[src/rtl/tbcp_map.svh]
// Notes on behaviour
// - Packet tag copied unchanged to status output.
// - CRC disable bit suppresses appended CRC.
// - Pad disable bit suppresses short-frame padding.
// - With padding disabled, CRC always appended.
// - Packet length field counts payload bytes only.
// - Length mismatch with supplied bytes sets error.
// - First two words are command words.
// - Offset low bits pick first byte lane.
// - Offset high bits skip zero to seven words.
// - Unused trailing bytes never forwarded.
// - End alignment padding discarded, never sent.
// - Any start/end byte; first/last any length.
// - Command words and whole offset words stripped.
// - Worst buffer overhead 70 bytes: 8 command, 31 offset, 31 end pad.
// - First command bits 20:16 give start offset.
// - First command bits 13/12 mark first/last buffer.
// - Buffer sizes summed, compared with packet length.
// - Second command must match across buffers.
`ifndef TBCP_MAP_SVH
`define TBCP_MAP_SVH

// Register offsets (byte addresses)
`define TBCP_REG_CTRL 8'h00
`define TBCP_REG_STATUS 8'h04
`define TBCP_REG_LAST_TAG 8'h08
`define TBCP_REG_ERR_CNT 8'h0C

// Reset values
`define TBCP_CTRL_RST 1'h1

// Command A fields
`define TBCP_A_ALIGN_HI 25
`define TBCP_A_ALIGN_LO 24
`define TBCP_A_OFF_HI 20
`define TBCP_A_OFF_LO 16
`define TBCP_A_FIRST 13
`define TBCP_A_LAST 12
`define TBCP_A_SIZE_HI 10

// Command B fields
`define TBCP_B_TAG_HI 31
`define TBCP_B_TAG_LO 16
`define TBCP_B_CRC_DIS 13
`define TBCP_B_PAD_DIS 12
`define TBCP_B_LEN_HI 10

// Alignment masks in bytes
`define TBCP_ALIGN_M4 12'h003
`define TBCP_ALIGN_M16 12'h00F
`define TBCP_ALIGN_M32 12'h01F

// Minimum frame before the four-byte CRC
`define TBCP_MIN_FRAME 12'h03C

`endif

[src/rtl/tbcp_pkg.sv]
package tbcp_pkg;

   typedef enum logic [2:0] {
      TBCP_ST_CMD_A,
      TBCP_ST_CMD_B,
      TBCP_ST_DATA,
      TBCP_ST_EMIT,
      TBCP_ST_PAD,
      TBCP_ST_END
   } tbcp_state_t;

endpackage

[src/rtl/tbcp_parser.sv]
`timescale 1ns/10ps
`default_nettype none
`include "tbcp_map.svh"

module tbcp_parser
   import tbcp_pkg::*;
#(
   // Saturating error counter width
   parameter int unsigned ERR_CNT_W = 8
)
(
   // Clock and reset
   input wire logic sys_clk_i,
   input wire logic sys_rst_i,
   // Register port
   input wire logic [7:0] reg_addr_i,
   input wire logic [31:0] reg_wdata_i,
   input wire logic reg_wr_i,
   input wire logic reg_rd_i,
   output logic [31:0] reg_rdata_o,
   // Transmit data FIFO words
   input wire logic in_valid_i,
   input wire logic [31:0] in_data_i,
   output logic in_ready_o,
   // Store-buffer byte stream
   output logic mac_valid_o,
   output logic [7:0] mac_byte_o,
   output logic mac_eop_o,
   output logic mac_crc_en_o,
   output logic [15:0] mac_tag_o,
   output logic mac_err_o,
   input wire logic mac_ready_i,
   // Error flag
   output logic tx_error_flag_o
);

   ////////////////////////////////////////////////////////////////////////
   tbcp_state_t state_q, state_d;
   logic [31:0] cmd_a_q;
   logic [31:0] cmd_b_q;
   logic [31:0] word_q;
   logic [1:0] lane_q;
   logic [9:0] dw_idx_q;
   logic [10:0] pay_cnt_q;
   logic [11:0] frame_cnt_q;
   logic [11:0] size_sum_q;
   logic b_mismatch_q;
   logic in_pkt_q;
   logic ctrl_en_q;
   logic [15:0] last_tag_q;
   logic [ERR_CNT_W-1:0] err_cnt_q;

   logic take;
   logic slot_free;
   logic [4:0] off;
   logic [10:0] bsize;
   logic [11:0] amask;
   logic [11:0] span_end;
   logic [11:0] rounded;
   logic [9:0] total_dw;
   logic [11:0] byte_pos;
   logic lane_hit;
   logic is_first;
   logic emit_byte;
   logic pkt_err;

   // Counter must fit the 32-bit read port; one bit could never saturate usefully
   if (ERR_CNT_W < 2 || ERR_CNT_W > 32) begin : g_bad_err_cnt_w
      $error("error counter width out of range");
   end

   // Handshakes
   assign take = in_valid_i & in_ready_o;
   assign slot_free = ~mac_valid_o | mac_ready_i;
   assign off = cmd_a_q[`TBCP_A_OFF_HI:`TBCP_A_OFF_LO];
   assign bsize = cmd_a_q[`TBCP_A_SIZE_HI:0];
   assign is_first = cmd_a_q[`TBCP_A_FIRST];

   // Whole buffer span incl. offset, rounded up to the host alignment
   always_comb begin
      unique case (cmd_a_q[`TBCP_A_ALIGN_HI:`TBCP_A_ALIGN_LO])
         2'h1: amask = `TBCP_ALIGN_M16;
         2'h2: amask = `TBCP_ALIGN_M32;
         default: amask = `TBCP_ALIGN_M4;
      endcase
   end

   assign span_end = {7'h00, off} + {1'h0, bsize};
   assign rounded = (span_end + amask) & ~amask;
   assign total_dw = rounded[11:2];

   // Byte in range only between offset and offset plus size
   assign byte_pos = {dw_idx_q, lane_q};
   assign lane_hit = (byte_pos >= {7'h00, off}) && (byte_pos < span_end);
   assign emit_byte = (state_q == TBCP_ST_EMIT) && lane_hit && slot_free;

   // Length and command B match checks at frame end
   assign pkt_err = (pay_cnt_q != cmd_b_q[`TBCP_B_LEN_HI:0])
      || (size_sum_q != {1'h0, cmd_b_q[`TBCP_B_LEN_HI:0]})
      || b_mismatch_q;

   ////////////////////////////////////////////////////////////////////////
   always_comb begin
      state_d = state_q;
      unique case (state_q)
         TBCP_ST_CMD_A: begin
            if (take) begin
               state_d = TBCP_ST_CMD_B;
            end
         end
         TBCP_ST_CMD_B: begin
            if (take) begin
               if (total_dw == 10'h000) begin
                  state_d = cmd_a_q[`TBCP_A_LAST] ? TBCP_ST_PAD : TBCP_ST_CMD_A;
               end else begin
                  state_d = TBCP_ST_DATA;
               end
            end
         end
         TBCP_ST_DATA: begin
            if (take) begin
               state_d = TBCP_ST_EMIT;
            end
         end
         TBCP_ST_EMIT: begin
            if (!lane_hit || slot_free) begin
               if (lane_q == 2'h3) begin
                  if (dw_idx_q + 10'h001 != total_dw) begin
                     state_d = TBCP_ST_DATA;
                  end else if (cmd_a_q[`TBCP_A_LAST]) begin
                     state_d = TBCP_ST_PAD;
                  end else begin
                     state_d = TBCP_ST_CMD_A;
                  end
               end
            end
         end
         TBCP_ST_PAD: begin
            if (cmd_b_q[`TBCP_B_PAD_DIS] || frame_cnt_q >= `TBCP_MIN_FRAME) begin
               state_d = TBCP_ST_END;
            end
         end
         TBCP_ST_END: begin
            if (slot_free) begin
               state_d = TBCP_ST_CMD_A;
            end
         end
      endcase
   end

   always_ff @(posedge sys_clk_i or posedge sys_rst_i) begin
      if (sys_rst_i) begin
         state_q <= TBCP_ST_CMD_A;
      end else begin
         state_q <= state_d;
      end
   end

   // Ready from a flop, so it looks one state ahead
   always_ff @(posedge sys_clk_i or posedge sys_rst_i) begin
      if (sys_rst_i) begin
         in_ready_o <= 1'b0;
      end else begin
         in_ready_o <= ctrl_en_q && (state_d == TBCP_ST_CMD_A || state_d == TBCP_ST_CMD_B
            || state_d == TBCP_ST_DATA);
      end
   end

   ////////////////////////////////////////////////////////////////////////
   // Command A is replaced with every buffer
   always_ff @(posedge sys_clk_i or posedge sys_rst_i) begin
      if (sys_rst_i) begin
         cmd_a_q <= 32'h0000_0000;
      end else if (take && state_q == TBCP_ST_CMD_A) begin
         cmd_a_q <= in_data_i;
      end
   end

   // Command B: only one copy is kept per packet
   always_ff @(posedge sys_clk_i or posedge sys_rst_i) begin
      if (sys_rst_i) begin
         cmd_b_q <= 32'h0000_0000;
         b_mismatch_q <= 1'b0;
         in_pkt_q <= 1'b0;
      end else if (take && state_q == TBCP_ST_CMD_B) begin
         if (is_first || !in_pkt_q) begin
            cmd_b_q <= in_data_i;
            b_mismatch_q <= 1'b0;
            in_pkt_q <= 1'b1;
         end else if (in_data_i != cmd_b_q) begin
            b_mismatch_q <= 1'b1;
         end
      end else if (state_q == TBCP_ST_END && slot_free) begin
         in_pkt_q <= 1'b0;
      end
   end

   // Running sum of buffer sizes within a packet
   always_ff @(posedge sys_clk_i or posedge sys_rst_i) begin
      if (sys_rst_i) begin
         size_sum_q <= 12'h000;
      end else if (take && state_q == TBCP_ST_CMD_B) begin
         if (is_first || !in_pkt_q) begin
            size_sum_q <= {1'h0, bsize};
         end else begin
            size_sum_q <= size_sum_q + {1'h0, bsize};
         end
      end
   end

   // Word walk: offset and alignment words are consumed into word_q but never emitted
   always_ff @(posedge sys_clk_i or posedge sys_rst_i) begin
      if (sys_rst_i) begin
         word_q <= 32'h0000_0000;
         lane_q <= 2'h0;
         dw_idx_q <= 10'h000;
      end else if (state_q == TBCP_ST_CMD_B) begin
         dw_idx_q <= 10'h000;
         lane_q <= 2'h0;
      end else if (take && state_q == TBCP_ST_DATA) begin
         word_q <= in_data_i;
         lane_q <= 2'h0;
      end else if (state_q == TBCP_ST_EMIT && (!lane_hit || slot_free)) begin
         lane_q <= lane_q + 2'h1;
         if (lane_q == 2'h3) begin
            dw_idx_q <= dw_idx_q + 10'h001;
         end
      end
   end

   // Payload and frame counters
   always_ff @(posedge sys_clk_i or posedge sys_rst_i) begin
      if (sys_rst_i) begin
         pay_cnt_q <= 11'h000;
         frame_cnt_q <= 12'h000;
      end else if (state_q == TBCP_ST_END && slot_free) begin
         pay_cnt_q <= 11'h000;
         frame_cnt_q <= 12'h000;
      end else if (emit_byte) begin
         pay_cnt_q <= pay_cnt_q + 11'h001;
         frame_cnt_q <= frame_cnt_q + 12'h001;
      end else if (state_q == TBCP_ST_PAD && state_d == TBCP_ST_PAD && slot_free) begin
         frame_cnt_q <= frame_cnt_q + 12'h001;
      end
   end

   ////////////////////////////////////////////////////////////////////////
   // Output beat held until the store buffer takes it
   always_ff @(posedge sys_clk_i or posedge sys_rst_i) begin
      if (sys_rst_i) begin
         mac_valid_o <= 1'b0;
         mac_byte_o <= 8'h00;
         mac_eop_o <= 1'b0;
      end else if (slot_free) begin
         mac_valid_o <= 1'b0;
         mac_eop_o <= 1'b0;
         if (emit_byte) begin
            mac_valid_o <= 1'b1;
            mac_byte_o <= word_q[{lane_q, 3'h0} +: 8];
         end else if (state_q == TBCP_ST_PAD && state_d == TBCP_ST_PAD) begin
            mac_valid_o <= 1'b1;
            mac_byte_o <= 8'h00;
         end else if (state_q == TBCP_ST_END) begin
            mac_valid_o <= 1'b1;
            mac_eop_o <= 1'b1;
            mac_byte_o <= 8'h00;
         end
      end
   end

   // Frame sideband moves only when the end beat is launched
   always_ff @(posedge sys_clk_i or posedge sys_rst_i) begin
      if (sys_rst_i) begin
         mac_tag_o <= 16'h0000;
         mac_crc_en_o <= 1'b0;
         mac_err_o <= 1'b0;
      end else if (state_q == TBCP_ST_END && slot_free) begin
         mac_tag_o <= cmd_b_q[`TBCP_B_TAG_HI:`TBCP_B_TAG_LO];
         mac_crc_en_o <= ~cmd_b_q[`TBCP_B_CRC_DIS] | cmd_b_q[`TBCP_B_PAD_DIS];
         mac_err_o <= pkt_err;
      end
   end

   ////////////////////////////////////////////////////////////////////////
   // Registers; error flag is write-one-to-clear, a new error wins
   logic err_event;
   assign err_event = (state_q == TBCP_ST_END) && slot_free && pkt_err;

   always_ff @(posedge sys_clk_i or posedge sys_rst_i) begin
      if (sys_rst_i) begin
         tx_error_flag_o <= 1'b0;
      end else if (err_event) begin
         tx_error_flag_o <= 1'b1;
      end else if (reg_wr_i && reg_addr_i == `TBCP_REG_STATUS && reg_wdata_i[0]) begin
         tx_error_flag_o <= 1'b0;
      end
   end

   // Last tag kept for software, error or not
   always_ff @(posedge sys_clk_i or posedge sys_rst_i) begin
      if (sys_rst_i) begin
         last_tag_q <= 16'h0000;
      end else if (state_q == TBCP_ST_END && slot_free) begin
         last_tag_q <= cmd_b_q[`TBCP_B_TAG_HI:`TBCP_B_TAG_LO];
      end
   end

   // Saturates rather than wraps so a burst of errors is never hidden
   always_ff @(posedge sys_clk_i or posedge sys_rst_i) begin
      if (sys_rst_i) begin
         err_cnt_q <= {ERR_CNT_W{1'b0}};
      end else if (err_event && err_cnt_q != {ERR_CNT_W{1'b1}}) begin
         err_cnt_q <= err_cnt_q + ERR_CNT_W'(1);
      end
   end

   // Disabling stalls the input only at the next word boundary
   always_ff @(posedge sys_clk_i or posedge sys_rst_i) begin
      if (sys_rst_i) begin
         ctrl_en_q <= `TBCP_CTRL_RST;
      end else if (reg_wr_i && reg_addr_i == `TBCP_REG_CTRL) begin
         ctrl_en_q <= reg_wdata_i[0];
      end
   end

   // Read data is zero outside its answer cycle
   always_ff @(posedge sys_clk_i or posedge sys_rst_i) begin
      if (sys_rst_i) begin
         reg_rdata_o <= 32'h0000_0000;
      end else if (reg_rd_i) begin
         unique case (reg_addr_i)
            `TBCP_REG_CTRL: reg_rdata_o <= {31'h0, ctrl_en_q};
            `TBCP_REG_STATUS: reg_rdata_o <= {30'h0, in_pkt_q, tx_error_flag_o};
            `TBCP_REG_LAST_TAG: reg_rdata_o <= {16'h0, last_tag_q};
            `TBCP_REG_ERR_CNT: reg_rdata_o <= 32'(err_cnt_q);
            default: reg_rdata_o <= 32'h0000_0000;
         endcase
      end else begin
         reg_rdata_o <= 32'h0000_0000;
      end
   end

endmodule

`default_nettype wire

[config.mk]
export PLATFORM = sky130hd
export DESIGN_NAME = tbcp_parser
export DESIGN_NICKNAME = d
export VERILOG_FILES = /design/src/rtl/tbcp_pkg.sv /design/src/rtl/tbcp_parser.sv
export VERILOG_INCLUDE_DIRS = /design/src /design/src/rtl
export SDC_FILE = /design/constraint.sdc
export NUM_CORES = 1
export LEC_CHECK = 0
export BUFFER_PORTS_ARGS = -buffer_cell sky130_fd_sc_hd__buf_2
export CAP_MARGIN = 25
export CORE_MARGIN = 8
export CORE_UTILIZATION = 25
export DETAILED_ROUTE_END_ITERATION = 6
export PLACE_DENSITY = 0.52
export REMOVE_ABC_BUFFERS = 1
export SYNTH_ARGS = -nofsm -noshare
export SYNTH_HDL_FRONTEND = slang
export SYNTH_SLANG_ARGS = --single-unit
[constraint.sdc]
create_clock -name sys_clk_i -period 18.8 [get_ports sys_clk_i]
set_input_delay 3.76 -clock sys_clk_i [delete_from_list [all_inputs] [get_ports sys_clk_i]]
set_output_delay 3.76 -clock sys_clk_i [all_outputs]
set_load 0.1 [all_outputs]
==> impl_metrics.tcl <==
set metrics [dict create \
    final.min_clock_period_ns 5.65 \
    fp.coreArea_mm2 0.0428 \
    h-tree-depth 4 \
    cp_data_arrival_time_ns 5.96 \
    post_cts_resized 0 \
    yosysSeqAreaShare 0.443 \
    synth_area_mm2 0.0108 \
    layout_common_cells "190 x dfrtp_1, 103 x nand2_1, 92 x buf_2" \
    cts_tree "built" \
    synth-seq-cells 191 \
    maxCapViolCount 0 \
    ys_warn_count 0 \
    fp-row-count 76 \
    cts-root-buf "clkbuf_16" \
    vias_per_cell 4.71 \
    die-height_um 224 \
    fin_ws_ns 13.15 \
    num_vias 7833 \
    power_density_mw_per_mm2 96.7 \
    status "finished clean" \
    antenna_cells 0 \
    drcViolationCount 0 \
    netlist.area_leader.share 0.441 \
    slew_headroom 0.365 \
    start_util 0.252 \
    die_area_mm2 0.0501 \
    hpwl_um 21000 \
    synth_area_leaders "dfrtp_1 44%, mux2_2 9.0%, xnor2_1 5.1%" \
    synth-edff-count 0 \
    synthArstFlopShare 1.00 \
    drive_above_1_share 0.235 \
    clock-skew-final_ns 0.0105 \
    antenna_left 0 \
    postSynthAreaPerCell_um2 10.5 \
    placed_area_mm2 0.0118 \
    grt_max_degree 123 \
    drt_iter0_drc 384 \
    path_clk_slew_ns 0.07 \
    antenna_found_initial 2 \
    crit_type "in -> reg" \
    die_w_um 224 \
    track_usage 0.113 \
    finalNonFillerCells 1664 \
    synth_flop_cell "dfrtp_1" \
    hold_viol 0 \
    leakagePower_uw 0.00581 \
    pin_count 140 \
    worstSkewPairLatency_ns 0.44 \
    dp.cells 1631 \
    slew_viol_final 0 \
    gr-total-overflow 0 \
    post_cts_buffers 0 \
    final.setup.tns_ns 0 \
    fmax_ghz 0.177 \
    yosysTopAreaCell "dfrtp_1" \
    ctsHoldBuffers 0 \
    grt_pass1_wl_um 45100 \
    tightestPinTransition_ns 0.950 \
    synth_cells 1028 \
    final_area_mm2 0.0124 \
    fillers 4506 \
    syn2layout_area_growth_pct 15.1 \
    path_max_fanout 15 \
    cts_made_buffers 17 \
    clock_path_buffers 2 \
    finalSetupViolations 0 \
    post-place-ws_ns 12.66 \
    wl_per_cell_um 17.0 \
    crit_path_start_kind "input pin" \
    cts.sinks 191 \
    port_buffers 92 \
    peakVddDrop_v 0.0000698 \
    layout_commonest_cell "dfrtp_1" \
    rsz0062_at_grt "no" \
    nets 1227 \
    dr.pass1.iters 4 \
    grt_pass1_vias 7881 \
    synth_cell_types 82 \
    crit_required_ns 19.11 \
    period_share 0.301 \
    wl_um 28300 \
    gp_congestion 0.824 \
    cp-end-kind "flip-flop" \
    hp-class "reg -> reg" \
]
[cell type report]
cell class                      count  area, µm²  share of cell area
Clock inverter                     15        200              0.0161
Clock buffer                       17        425              0.0343
Sequential cell                   191       4780               0.385
Tap cell                          546        683              0.0550
Multi-Input combinational cell    761       5630               0.454
Inverter                           32        128              0.0103
Timing Repair Buffer              102        567              0.0456
[sequential cells by signal, indices dropped and copies added (netlist names), 10 cells and up]
name	cells
size_sum_q	12
word_q	32
last_tag_q	16
cmd_b_q	32
cmd_a_q	20
dw_idx_q	10
frame_cnt_q	12
reg_rdata_o	16
pay_cnt_q	11
[path summary, 6_finish.rpt]
kind / startpoint / endpoint / slack (ns) / cells past startpoint
max: mac_ready_i / frame_cnt_q[9]$_DFFE_PP0P_ / 13.15 / 8
min: mac_eop_o$_DFFE_PP0N_ / mac_eop_o$_DFFE_PP0N_ / 0.48 / 2
max reg2reg: cmd_a_q[4]$_DFFE_PP0P_ / frame_cnt_q[11]$_DFFE_PP0P_ / 14.26 / 13
min reg2reg: mac_eop_o$_DFFE_PP0N_ / mac_eop_o$_DFFE_PP0N_ / 0.48 / 2
max in group asynchronous: sys_rst_i / last_tag_q[4]$_DFFE_PP0P_ / 13.83 / 3
min in group asynchronous: sys_rst_i / reg_rdata_o[2]$_DFF_PP0_ / 3.49 / 2
[metrics by stage]
step | utilization | power (µW) | hold WS, ns
2_1_floorplan | - | 733 | 0.459
6_report | 0.290 | 1200 | 0.478
3_3_place_gp | 0.274 | 815 | 0.459
3_5_place_dp | 0.275 | 820 | 0.467
4_1_cts | 0.290 | 1220 | 0.485
5_1_grt | 0.290 | 1260 | 0.521
[cell usage after synthesis (9+ instances only)]
library cell and instances:
dfrtp_1 190, nand2_1 103, mux2_2 86, nor2_1 73, xnor2_1 63, ha_1 42, a21oi_1 37, o21ai_0 35
inv_1 32, nand3_1 31, clkbuf_1 25, xor2_1 25, nand4_1 23, nor3_1 22, buf_4 18, and3_1 16
mux2i_1 14, nor2b_1 14, and2_1 13, mux4_2 9
[routing by layer]
| layer | wire, µm | GRT usage |
|---|---|---|
| met4 | 439 | 0.0278 |
| met2 | 13400 | 0.185 |
| met3 | 942 | 0.0220 |
| met5 | 10 | 0 |
| met1 | 13500 | 0.153 |
[critical path: stages]
cell	delay, ns
buf_2	0.10
nand2b_1	0.52
a32oi_1	0.37
o22ai_1	0.19
o221ai_2	0.68
nor4_2	0.11
xnor2_1	0.17
nor2_1	0.06
[report_power, final]
part	total, µW	leakage [µW]	internal, µW	switching [µW]
registers	519	0.00260	459	60.0
logic	292	0.00290	120	171
clock network	390	0.000304	214	176
[cell families after synthesis]
group                    Yosys count  synth area share
AND/OR/NAND/NOR                  349             0.164
flip-flops                       191             0.443
AO/OA/AOI/OAI                    151            0.0981
multiplexers                     110             0.123
XOR/XNOR                          91            0.0776
buffers and inverters             91            0.0419
adder cells (fa/ha/maj)           44            0.0524
other                              1          0.000348
No activity file was read; power rests on OpenSTA's default activity.
